[src/rtl/ppmc_pkg.sv]
/*
 * constants for the power-management capability registers: offsets
 * within the capability item, field positions and the fixed values for
 * the two host functions.
 * assumes the capability item starts at config offset 34h, PPMC_ITEM_BASE.
 */
package ppmc_pkg;
    // byte offsets relative to the start of the capability item, then the item's config offset
    localparam logic [7:0] PPMC_OFS_ID         = 8'h00;
    localparam logic [7:0] PPMC_OFS_LINK       = 8'h01;
    localparam logic [7:0] PPMC_OFS_CAPS       = 8'h02;
    localparam logic [7:0] PPMC_ITEM_BASE      = 8'h34;
    // fixed values
    localparam logic [7:0] PPMC_CAPABILITY_IDENTIFIER         = 8'h01;
    localparam logic [7:0] PPMC_LINK_FULL      = 8'h00;
    localparam logic [7:0] PPMC_LINK_HIGH      = 8'he4;
    localparam logic [2:0] PPMC_SPEC_VERSION   = 3'h2;
    localparam logic [2:0] PPMC_AUX_CURRENT    = 3'h2;
    localparam logic       PPMC_DATA_REG_IMPL  = 1'b0;
    localparam logic       PPMC_INIT_NEEDED    = 1'b0;
    localparam logic       PPMC_WAKE_CLK       = 1'b0;
    // field positions in the capabilities word
    localparam int PPMC_WAKE_LSB   = 11;
    localparam int PPMC_WAKE_MSB   = 15;
    localparam int PPMC_D2_BIT     = 10;
    localparam int PPMC_D1_BIT     = 9;
    localparam int PPMC_AUX_LSB    = 6;
    localparam int PPMC_AUX_MSB    = 8;
    localparam int PPMC_INIT_BIT   = 5;
    localparam int PPMC_CLK_BIT    = 3;
    localparam int PPMC_VER_LSB    = 0;
    localparam int PPMC_VER_MSB    = 2;
    // wake support per state, bit0 = D0 .. bit4 = D3cold
    localparam logic [4:0] PPMC_WAKE_FULL      = 5'h1a;
    localparam logic [4:0] PPMC_WAKE_HIGH      = 5'h1f;
endpackage : ppmc_pkg

[src/rtl/ppmc_regs.sv]
/*
 * read-only power-management capability registers: identifier, link
 * to next capability and capabilities word, answered on a simple
 * config read/write port with a registered read data word.
 * assumes the config decoder presents byte offsets relative to the
 * capability item start and a one-cycle read or write strobe.
 */
`timescale 1ns/1ps
// Functional notes
// the first byte of the item reads 01h, marking it as power management.
// the second byte gives the offset of the next capability, zero if last.
// the link reads 00h for the full-speed function and E4h for high speed.
// bits 15..11 flag wake support in D0, D1, D2, D3hot and D3cold.
// bits 15, 14, 12, 9 read one; 13, 11, 10 read one only for high speed.
// bit 10 reads one only when state D2 is supported.
// bit 9 reads one only when state D1 is supported.
// bits 8..6 encode the maximum auxiliary supply current.
// the auxiliary field reads 000b with a data register or no D3cold wake.
// bit 5 flags a device-specific init need and reads zero here.
// bit 3 flags a wake dependence on the bus clock and reads zero here.
// a function with no wake in any state returns zero in bit 3.
// bits 2..0 read 010b for the interface revision supported.
// writes to the link or capabilities word change nothing.
module ppmc_regs
(
    input  wire logic        clk_in,        // bus clock, 25 MHz
    input  wire logic        resetn_in,     // sync reset, active low
    input  wire logic        high_speed_in, // function select strap
    input  wire logic        rd_in,         // read strobe, one cycle
    input  wire logic        wr_in,         // write strobe, one cycle
    input  wire logic [7:0]  addr_in,       // byte offset in the item
    input  wire logic [31:0] wdata_in,      // write data, ignored
    output logic [31:0]      rdata_out,     // read data, registered
    output logic             rvalid_out     // read data valid pulse
);
    import ppmc_pkg::*;

    logic [2:0]  strap_sync_ff;
    logic [2:0]  nxt_strap_sync;
    logic        func_high_ff;
    logic        nxt_func_high;
    logic [31:0] rdata_ff;
    logic [31:0] nxt_rdata;
    logic        rvalid_ff;
    logic        nxt_rvalid;
    logic [15:0] caps_word;
    logic [7:0]  link_byte;
    logic [31:0] item_word;

    // capabilities word for the selected function
    ppmc_caps_word u_caps (
        .high_speed_in (func_high_ff),
        .caps_out      (caps_word)
    );

    // returns the byte lane view of the item for byte offsets 0 to 3, zero past the item
    function automatic logic [31:0] item_read(input logic [7:0] ofs,
                                              input logic [31:0] word);
        logic [31:0] r;
        r = 32'h0000_0000;
        unique case (ofs[1:0])
            2'h0: r = word;
            2'h1: r = {8'h00, word[31:8]};
            2'h2: r = {16'h0000, word[31:16]};
            2'h3: r = {24'h00_0000, word[31:24]};
        endcase
        if (ofs[7:2] != 6'h00) begin
            r = 32'h0000_0000;
        end
        return r;
    endfunction : item_read

    // strap synchroniser and function select, three stages
    always_comb begin
        nxt_strap_sync = {strap_sync_ff[1:0], high_speed_in};
        nxt_func_high  = func_high_ff;
        if (strap_sync_ff[1] == strap_sync_ff[2]) begin
            nxt_func_high = strap_sync_ff[2];
        end
    end

    always_ff @(posedge clk_in) begin
        if (!resetn_in) begin
            strap_sync_ff <= 3'h0;
            func_high_ff  <= 1'b0;
        end else begin
            strap_sync_ff <= nxt_strap_sync;
            func_high_ff  <= nxt_func_high;
        end
    end

    // item layout: id, link, capabilities word
    always_comb begin
        link_byte = func_high_ff ? PPMC_LINK_HIGH
                                 : PPMC_LINK_FULL;
        item_word = {caps_word, link_byte, PPMC_CAPABILITY_IDENTIFIER};
    end

    // read path; writes have no effect on any bit
    always_comb begin
        nxt_rvalid = rd_in;
        nxt_rdata  = rdata_ff;
        if (rd_in) begin
            nxt_rdata = item_read(addr_in, item_word);
        end
        // wr_in and wdata_in are ignored: every bit is read-only
    end

    always_ff @(posedge clk_in) begin
        if (!resetn_in) begin
            rdata_ff  <= 32'h0000_0000;
            rvalid_ff <= 1'b0;
        end else begin
            rdata_ff  <= nxt_rdata;
            rvalid_ff <= nxt_rvalid;
        end
    end

    assign rdata_out  = rdata_ff;
    assign rvalid_out = rvalid_ff;

    // checks, all on the bus clock, idle while reset is low;
    // the answer reflects the function select of the taking edge,
    // so expectations use the select one cycle back

    // identifier in the low lane of offset 0
    a_id_byte_read: assert property (
        @(posedge clk_in) disable iff (!resetn_in)
        rd_in && addr_in == PPMC_OFS_ID |=> rdata_out[7:0] == 8'h01)
        else $error("identifier byte wrong");

    // link value follows the function select
    a_link_value: assert property (
        @(posedge clk_in) disable iff (!resetn_in)
        rd_in && addr_in == PPMC_OFS_LINK
        |=> rdata_out[7:0] == ($past(func_high_ff) ? 8'he4 : 8'h00))
        else $error("link byte wrong");

    // the full-speed function is the last item of its list
    a_link_last: assert property (
        @(posedge clk_in) disable iff (!resetn_in)
        rd_in && addr_in == PPMC_OFS_LINK && !func_high_ff
        |=> rdata_out[7:0] == 8'h00)
        else $error("last item link not zero");

    // link also shows in the second lane of offset 0
    a_lane_link: assert property (
        @(posedge clk_in) disable iff (!resetn_in)
        rd_in && addr_in == PPMC_OFS_ID
        |=> rdata_out[15:8] == ($past(func_high_ff) ? 8'he4 : 8'h00))
        else $error("link lane of offset zero wrong");

    // bits that read one for both functions
    a_caps_fixed: assert property (
        @(posedge clk_in) disable iff (!resetn_in)
        rd_in && addr_in == PPMC_OFS_CAPS |=> rdata_out[15] && rdata_out[14]
        && rdata_out[12] && rdata_out[9])
        else $error("fixed caps bits wrong");

    // wake bits for D2 and D0 set only for the high-speed function
    a_caps_speed: assert property (
        @(posedge clk_in) disable iff (!resetn_in)
        rd_in && addr_in == PPMC_OFS_CAPS
        |=> rdata_out[13] == $past(func_high_ff)
        && rdata_out[11] == $past(func_high_ff))
        else $error("wake bits do not follow function");

    // D2 support only for the high-speed function
    a_caps_d2: assert property (
        @(posedge clk_in) disable iff (!resetn_in)
        rd_in && addr_in == PPMC_OFS_CAPS
        |=> rdata_out[10] == $past(func_high_ff))
        else $error("d2 support bit wrong");

    // D1 is supported by both functions
    a_caps_d1: assert property (
        @(posedge clk_in) disable iff (!resetn_in)
        rd_in && addr_in == PPMC_OFS_CAPS |=> rdata_out[9])
        else $error("d1 support bit wrong");

    // aux current code only with D3cold wake and no data register
    a_caps_aux: assert property (
        @(posedge clk_in) disable iff (!resetn_in)
        rd_in && addr_in == PPMC_OFS_CAPS
        |=> rdata_out[8:6] == (rdata_out[15] ? 3'h2 : 3'h0))
        else $error("aux current field wrong");

    // low six bits of the word: init, reserved, clock and version
    a_caps_low: assert property (
        @(posedge clk_in) disable iff (!resetn_in)
        rd_in && addr_in == PPMC_OFS_CAPS
        |=> rdata_out[5:0] == 6'h02)
        else $error("low caps bits wrong");

    // interface revision field
    a_caps_version: assert property (
        @(posedge clk_in) disable iff (!resetn_in)
        rd_in && addr_in == PPMC_OFS_CAPS |=> rdata_out[2:0] == 3'h2)
        else $error("version field wrong");

    // no device-specific init sequence is needed
    a_caps_init: assert property (
        @(posedge clk_in) disable iff (!resetn_in)
        rd_in && addr_in == PPMC_OFS_CAPS |=> !rdata_out[5])
        else $error("init bit set");

    // wake never depends on the bus clock
    a_caps_clock: assert property (
        @(posedge clk_in) disable iff (!resetn_in)
        rd_in && addr_in == PPMC_OFS_CAPS |=> !rdata_out[3])
        else $error("wake clock bit set");

    // offsets past the item read as zero
    a_range_zero: assert property (
        @(posedge clk_in) disable iff (!resetn_in)
        rd_in && addr_in[7:2] != 6'h00 |=> rdata_out == 32'h0000_0000)
        else $error("offset outside item not zero");

    // a write alone changes neither data nor valid
    a_write_inert: assert property (
        @(posedge clk_in) disable iff (!resetn_in)
        wr_in && !rd_in |=> $stable(rdata_out) && !rvalid_out)
        else $error("write disturbed read data");

    // valid answers one edge after each read
    a_valid_pulse: assert property (
        @(posedge clk_in) disable iff (!resetn_in)
        rd_in |=> rvalid_out ##1 (rvalid_out == $past(rd_in)))
        else $error("read valid timing wrong");

    // no valid without a read
    a_valid_idle: assert property (
        @(posedge clk_in) disable iff (!resetn_in)
        !rd_in |=> !rvalid_out)
        else $error("valid without read");

    // function select moves only once two sync stages agree
    a_strap_settle: assert property (
        @(posedge clk_in) disable iff (!resetn_in)
        $changed(func_high_ff)
        |-> $past(strap_sync_ff[1]) == $past(strap_sync_ff[2])
        && func_high_ff == $past(strap_sync_ff[2]))
        else $error("function select moved unsettled");
endmodule : ppmc_regs

[src/rtl/ppmc_caps_word.sv]
/*
 * builds the constant capabilities word for one host function.
 * assumes the function select input is stable (a strap level).
 */
`timescale 1ns/1ps
module ppmc_caps_word
    import ppmc_pkg::*;
(
    input  wire logic        high_speed_in, // 1 = high-speed function
    output logic [15:0]      caps_out       // capabilities word
);
    logic [4:0] wake_state_support;
    logic       state_two_supported;
    logic       state_one_supported;
    logic [2:0] aux_field;

    // per-function fields
    always_comb begin
        wake_state_support  = high_speed_in ? PPMC_WAKE_HIGH
                                            : PPMC_WAKE_FULL;
        state_two_supported = high_speed_in;
        state_one_supported = 1'b1;
        // no aux current when data reg exists or no D3cold wake
        if (PPMC_DATA_REG_IMPL || !wake_state_support[4]) begin
            aux_field = 3'h0;
        end else begin
            aux_field = PPMC_AUX_CURRENT;
        end
    end

    // pack the word
    always_comb begin
        caps_out = 16'h0000;
        caps_out[PPMC_WAKE_MSB:PPMC_WAKE_LSB] = wake_state_support;
        caps_out[PPMC_D2_BIT]   = state_two_supported;
        caps_out[PPMC_D1_BIT]   = state_one_supported;
        caps_out[PPMC_AUX_MSB:PPMC_AUX_LSB] = aux_field;
        caps_out[PPMC_INIT_BIT] = PPMC_INIT_NEEDED;
        // clock bit only when some wake state is possible
        caps_out[PPMC_CLK_BIT]  = (|wake_state_support) ?
                                  PPMC_WAKE_CLK : 1'b0;
        caps_out[PPMC_VER_MSB:PPMC_VER_LSB] = PPMC_SPEC_VERSION;
    end
endmodule : ppmc_caps_word

[config.mk]
export PLATFORM = sky130hd
export DESIGN_NAME = ppmc_regs
export DESIGN_NICKNAME = d
export VERILOG_FILES = /design/src/rtl/ppmc_pkg.sv /design/src/rtl/ppmc_regs.sv /design/src/rtl/ppmc_caps_word.sv
export SDC_FILE = /design/constraint.sdc
export NUM_CORES = 1
export LEC_CHECK = 0
export ABC_AREA = 1
export BUFFER_PORTS_ARGS = -buffer_cell sky130_fd_sc_hd__buf_4
export CELL_PAD_IN_SITES_DETAIL_PLACEMENT = 0
export CELL_PAD_IN_SITES_GLOBAL_PLACEMENT = 1
export CORE_MARGIN = 1.5
export CORE_UTILIZATION = 26
export CTS_CLUSTER_DIAMETER = 40
export DETAILED_ROUTE_END_ITERATION = 7
export PLACE_DENSITY_LB_ADDON = 0.1
export RECOVER_POWER = 25
export SETUP_SLACK_MARGIN = 0.2
export SKIP_CTS_REPAIR_TIMING = 1
export SLEW_MARGIN = 25
export SYNTH_ARGS = -nofsm -noshare
export SYNTH_HDL_FRONTEND = slang
export SYNTH_SLANG_ARGS = --single-unit
[constraint.sdc]
create_clock -name clk_in -period 1.3 [get_ports clk_in]
set_clock_uncertainty 0.1 [all_clocks]
set_input_delay 0.13 -clock clk_in [delete_from_list [all_inputs] [get_ports clk_in]]
set_output_delay 0.13 -clock clk_in [all_outputs]
set_load 0.005 [all_outputs]
==> results of run 1 <==
[metal layers]
layer | wire length, µm | part of all wire | vias to the layer above
met4 | 51 | 0.021 | 0
met1 | 1100 | 0.45 | 443
met2 | 1150 | 0.48 | 25
li1 | - | - | 523
met5 | 0 | 0 | -
met3 | 111 | 0.046 | 5
[state kept, by name, summed over array words and instances, names as in the netlist]
register,flops
rdata_out,17
rvalid_out,1
strap_sync_ff,3
func_high_ff,1
[report_power, final]
group | internal (mW) | leakage (nW) | total [mW] | switching, mW
Sequential | 0.684 | 0.179 | 0.689 | 0.00523
Combinational | 0.0567 | 0.505 | 0.127 | 0.0706
Clock | 0.270 | 0.0288 | 0.499 | 0.228
[critical path: stages (launching register included)]
cell	delay (ps)
dfxtp_1	420
nand2_1	100
inv_1	90
nand2_1	70
nand2_1	70
nand2_1	60
a21oi_1	110
[cell families after synthesis]
kind of cell / after synthesis / synth area share
buffers and inverters: 44 / 0.211
other: 1 / 0.00332
AOI/OAI and AO/OA: 18 / 0.0931
and+or+nand+nor: 75 / 0.258
adders and majority gates: 4 / 0.0443
DFF: 22 / 0.390
[path summary, 6_finish.rpt]
| check | start | depth (start not counted) | endpoint |
|---|---|---|---|
| worst max-delay path | func_high_ff$_SDFFE_PN0N_ | 6 | rdata_out[5]$_SDFFE_PN0P_ |
| worst min-delay path | resetn_in | 3 | strap_sync_ff[0]$_SDFF_PN0_ |
| worst max register to register | func_high_ff$_SDFFE_PN0N_ | 6 | rdata_out[5]$_SDFFE_PN0P_ |
| worst min register to register | strap_sync_ff[0]$_SDFF_PN0_ | 2 | strap_sync_ff[1]$_SDFF_PN0_ |
[final cells by class]
class | count | area share
flip-flops and latches | 22 | 0.309
repair buffers | 44 | 0.233
clock buffers | 4 | 0.0385
well taps | 50 | 0.0438
multi-input cells | 100 | 0.315
inverters | 23 | 0.0604
[cells in the final DEF, fill, tap and decap left out, drive strengths merged]
cell type / count
o21ai: 5
ha: 4
nor2: 29
a21oi: 13
nand2: 44
conb: 3
nand3: 2
buf: 39
dlygate4sd3: 1
clkbuf: 8
inv: 23
dfxtp: 22
[metrics by stage]
step	cell area [µm²]	hold slack (ps)	total power, mW
after floorplan	1140	128	0.788
after global placement	1370	216	0.831
after detailed placement	1370	217	0.832
after CTS	1430	-61.5	1.34
after global routing	1430	8.96	1.38
final	1430	5.89	1.32
==> metrics.txt, run 1 <==
Worst VDD drop=0.296 mV; post-layout util=0.350; Post-Synthesis Cell Area=1130 µm²; Die Ht=roughly 69 µm; RSZ-0062 raised after global routing=false; Worst-path clk slew=roughly 80 ps; met3 usage=0.0195; Setup crit start kind=register; largest net degree at the start of global routing=18; deepest clock path buffer count=2; initial DRC count=28; total wire length=2.41 mm; Commonest cells post-synth=nand2_1 (44), nor2_1 (26), dfxtp_1 (22), inv_1 (22), buf_4 (16); crit path DAT=between 1000 and 1500 ps; R2R setup slack=approximately 220 ps; Starting Density=0.276; clk sinks=22; GR peak layer=met2; Core ar.=4090 µm²; gp weighted congestion=between 0.7 and 0.8; Pwr Density=about 900 nW/µm²; Synth area leaders=dfxtp_1 (39%), nand2_1 (15%), buf_4 (11%), nor2_1 (8.6%), inv_1 (7.3%); cell taking the most area after synthesis=dfxtp_1; Filler Cell Count=roughly 470; Final Cycle Share=0.830; Hold Vio Cnt, Final=0; CP Capture Type=register; initial antenna violation count=0; vias=996; gr usage total=0.112; Via density=a little over 4; TNS Setup=0 ps; register area=between 400 and 500 µm²; Setup violations, final=0; Num CTS Buffers=3; # DRC=0; Slew Viols, Final=0; Layout Cells excl Fill=243; CTS tree=yes; wire length of the first global-routing pass=3.94 mm; clk root buf=clkbuf_8; remaining antenna violation count after routing=0; post-synthesis register bit count=22; # placed instances=between 200 and 250; max-cap violations=0; Yosys cell types=15; clock period minus final worst setup slack=about 1100 ps; detailed-router iteration count before antenna repair=4; count leader, synth=nand2_1; Worst Hold Class=in2reg; EDFF count, synth=0; insertion delay to the later sink of the worst-skew pair=260 ps; register area share after synthesis=0.390; crit-path max FO=5; Yosys warnings=0; area of the multi-input gates=450 µm²; nets@finish=243; grt ovf=0; leakage=0.713 nW; met1 Resource Use GR=0.133; Synth top area share=0.390; # rows=23; WP data required=1410 ps; setup slack at placement=26.2 ps; H-tree levels=1; antenna cells=0; Final WS setup=220 ps; IO buf count=just over 40; die width=just under 70 µm; Mapped Cells=164; Final HPWL DP=about 1.8 mm; I/O pin count=78; mean post-synth cell area=6.88 µm²; Routed WL per cell=9.93 µm; full die area=4750 µm²; vias in the first global route=919; Primary FF master, synth=dfxtp_1; Fmax=926 MHz; fraction of layout cells with a size suffix above 1=0.285; GR Layer Usage met2=0.192; Layout area overhead=26.6%; status=completed; asr flop ratio synth=0; CP Class=reg2reg
No activity file was read; power rests on OpenSTA's default activity.
==> inputs of run 2 (changes only) <==
--- a/config.mk
+++ b/config.mk
@@ -5,12 +5,12 @@
 export SDC_FILE = /design/constraint.sdc
 export NUM_CORES = 1
 export LEC_CHECK = 0
-export ABC_AREA = 1
+export ABC_AREA = 0
 export BUFFER_PORTS_ARGS = -buffer_cell sky130_fd_sc_hd__buf_4
 export CELL_PAD_IN_SITES_DETAIL_PLACEMENT = 0
 export CELL_PAD_IN_SITES_GLOBAL_PLACEMENT = 1
 export CORE_MARGIN = 1.5
-export CORE_UTILIZATION = 26
+export CORE_UTILIZATION = 25
 export CTS_CLUSTER_DIAMETER = 40
 export DETAILED_ROUTE_END_ITERATION = 7
 export PLACE_DENSITY_LB_ADDON = 0.1
==> constraint.sdc (replaced) <==
create_clock -name clk_in -period 0.9 [get_ports clk_in]
set_clock_uncertainty 0.1 [all_clocks]
set_input_delay 0.09 -clock clk_in [delete_from_list [all_inputs] [get_ports clk_in]]
set_output_delay 0.09 -clock clk_in [all_outputs]
set_load 0.005 [all_outputs]
==> metrics.txt, run 2 <==
status=finished, violations left; failing checks=hold timing, setup timing; crit path DAT=1090 ps (-100 ps); worst r2r dst=rdata_out[5]$_SDFFE_PN0P_; Area after DPL=1510 µm² (+9.9%); Slowest-stage cell, CP=dfxtp_4; RR Startpoint=func_high_ff$_SDFFE_PN0N_; commonest cells after routing, fill and taps aside=buf_6 (33), buf_4 (24), nand3b_1 (13), dfxtp_2 (13), o21ai_2 (11); CP Capture Type=register; Fmax=1010 MHz (+8.7%); antenna cells=0 (unchanged); area of the multi-input gates=541 µm² (+20%); Setup crit start kind=register; total wire length=2.64 mm (+9.4%); grt ovf=0 (unchanged); crit-path cells=and4b_2 > o21ai_2 > o21ai_2; Post-Synthesis Cell Area=1110 µm² (-1.7%); H-tree levels=1 (unchanged); Synth area leaders=dfxtp_1 (40%), buf_4 (10%), nand3b_1 (8.8%), o21ai_2 (7.1%), ha_1 (4.5%); I/O pin count=78 (unchanged); commonest non-fill, non-tap cell in the layout=buf_6; full die area=4850 µm² (+2.2%); Compound-Gate Fraction of Synth Area=0.162 (+0.0692); CP max stage delay=390 ps (-30 ps); initial DRC count=50 (+79%); largest family of logic cells by synthesized area=simple AND/OR/NAND/NOR gates; max-cap violations=0 (unchanged); Slew Viols, Final=0 (unchanged); Crit path buffers/inverters=0 (-1); initial antenna violation count=0 (unchanged); die width=69.6 µm (+1.1%); Routed WL per cell=12.3 µm (+24%); WP data required=990 ps (-420 ps); count leader, synth=dfxtp_1; TNS Setup=-998 ps (-998 ps); cell mode on critical path=o21ai_2; Fin Hold WS=-63.4 ps (-69.3 ps); clk root buf=clkbuf_8; Yosys cell types=28 (+13); leakage=0.721 nW (+1.1%); simple-gate share of the synthesized area=0.224 (-0.0340); CP startpoint=func_high_ff$_SDFFE_PN0N_; Worst VDD drop=0.445 mV (+50%); cell taking the most area after synthesis=dfxtp_1; mean post-synth cell area=9.17 µm² (+33%); asr flop ratio synth=0 (unchanged); CTS tree=yes; Via density=4.46 (+8.9%); register area=475 µm² (+7.6%); Worst Hold Class=in2reg; # DRC=0 (unchanged); R2R setup slack=-90 ps (-310 ps); Die Ht=69.6 µm (+1.1%); deepest clock path buffer count=2 (unchanged); Num CTS Buffers=3 (unchanged); Final WS setup=-92.8 ps (-313 ps); remaining antenna violation count after routing=0 (unchanged); # rows=24 (+4.3%); mux share of post-synthesis cell area=0.00902 (+0.00902); post-synthesis xor/xnor area fraction=0 (unchanged); Yosys warnings=0 (unchanged); RSZ-0062 raised after global routing=true; fraction of layout cells with a size suffix above 1=0.623 (+0.338); gr usage total=0.111 (-0.00142); Layout area overhead=56.0%; Starting Density=0.257 (-0.0195); Pwr Density=1110 nW/µm² (+20%); Reg2Reg Depth=3 (-3); Synth top area share=0.397 (+0.00660); detailed-router iteration count before antenna repair=4 (unchanged); Final Cell Area=1730 µm² (+21%); insertion delay to the later sink of the worst-skew pair=260 ps (about the same); Core ar.=4320 µm² (+5.8%); nets@finish=212 (-13%); EDFF count, synth=0 (unchanged); Worst-path clk slew=80 ps (about the same); IO buf count=41 (unchanged); gp weighted congestion=0.688 (-8.7%); Commonest cells post-synth=dfxtp_1 (22), buf_4 (15), nand3b_1 (13), nand2_1 (9), o21ai_2 (9); vias in the first global route=884 (-3.8%); Hold Vio Cnt, Final=1 (+1); Setup violations, final=27 (+27); crit-path max FO=6 (+1); Levels on crit path=3 (-3); total power=1.92 mW (+46%); CP top delay family=flip-flops; Final HPWL DP=1.92 mm (+5.5%); max FFs per register=17 (unchanged); Filler Cell Count=476 (+1.9%); clock period minus final worst setup slack=993 ps (-86.8 ps); Final Cycle Share=1.10 (+0.273); CP endpoint=rdata_out[5]$_SDFFE_PN0P_; post-synthesis register bit count=22 (unchanged); hold depth=2 (-1); Mapped Cells=121 (-26%); wire length of the first global-routing pass=4.26 mm (+8.1%); CP Class=reg2reg; vias=955 (-4.1%); largest net degree at the start of global routing=20 (+2); clk sinks=22 (unchanged); Primary FF master, synth=dfxtp_1; adder-cell share of the synthesized area=0.0451 (+0.000750); register area share after synthesis=0.397 (+0.00660)
[run 2: metal layers]
layer  GRT usage  share of wire
met3      0.0291          0.070
met2       0.176           0.47
met4      0.0513          0.013
met1       0.140           0.45
met5           0              0
[run 2: per-stage QoR]
step           instances   util  hold slack, ps  setup slack (ps)
2_1_floorplan        123      -             117             -86.4
3_3_place_gp         208  0.348             198              -255
3_5_place_dp         208  0.348             202              -287
4_1_cts              212  0.361           -70.1              -164
5_1_grt              214  0.400           -47.2              -127
6_report             214  0.400           -63.4             -92.8
[run 2: worst min path at each step]
stage / end / from
final: strap_sync_ff[0]$_SDFF_PN0_ / high_speed_in
after global routing: strap_sync_ff[0]$_SDFF_PN0_ / high_speed_in
after CTS: strap_sync_ff[0]$_SDFF_PN0_ / high_speed_in
after detailed placement: strap_sync_ff[0]$_SDFF_PN0_ / high_speed_in
after global placement: strap_sync_ff[0]$_SDFF_PN0_ / high_speed_in
after floorplan: strap_sync_ff[0]$_SDFF_PN0_ / high_speed_in
[run 2: cell families after synthesis]
kind of cell,count (synthesis)
AND/OR/NAND/NOR,41
flip-flops,22
multiplexers,1
AO/OA/AOI/OAI,24
adder cells (fa/ha/maj),4
other,1
buffers and inverters,28
[run 2: power by group]
group | switching (mW) | internal [mW] | total, mW
Clock | 0.325 | 0.390 | 0.715
Sequential | 0.00392 | 0.966 | 0.970
Combinational | 0.117 | 0.114 | 0.231
Total | 0.446 | 1.47 | 1.92
[run 2: worst reg2reg max path, delay by kind of cell (launching register included)]
family | cells | cell delay [ps]
and+or+nand+nor | 1 | 270
DFF | 1 | 390
AOI/OAI and AO/OA | 2 | 180
[run 2: final cells by class]
type                       instances  share of cell area
tap                               52              0.0376
clock buffer                       4              0.0318
inverter                           4              0.0202
sequential                        22               0.275
multi-input combinational         73               0.312
timing repair buffer              59               0.324
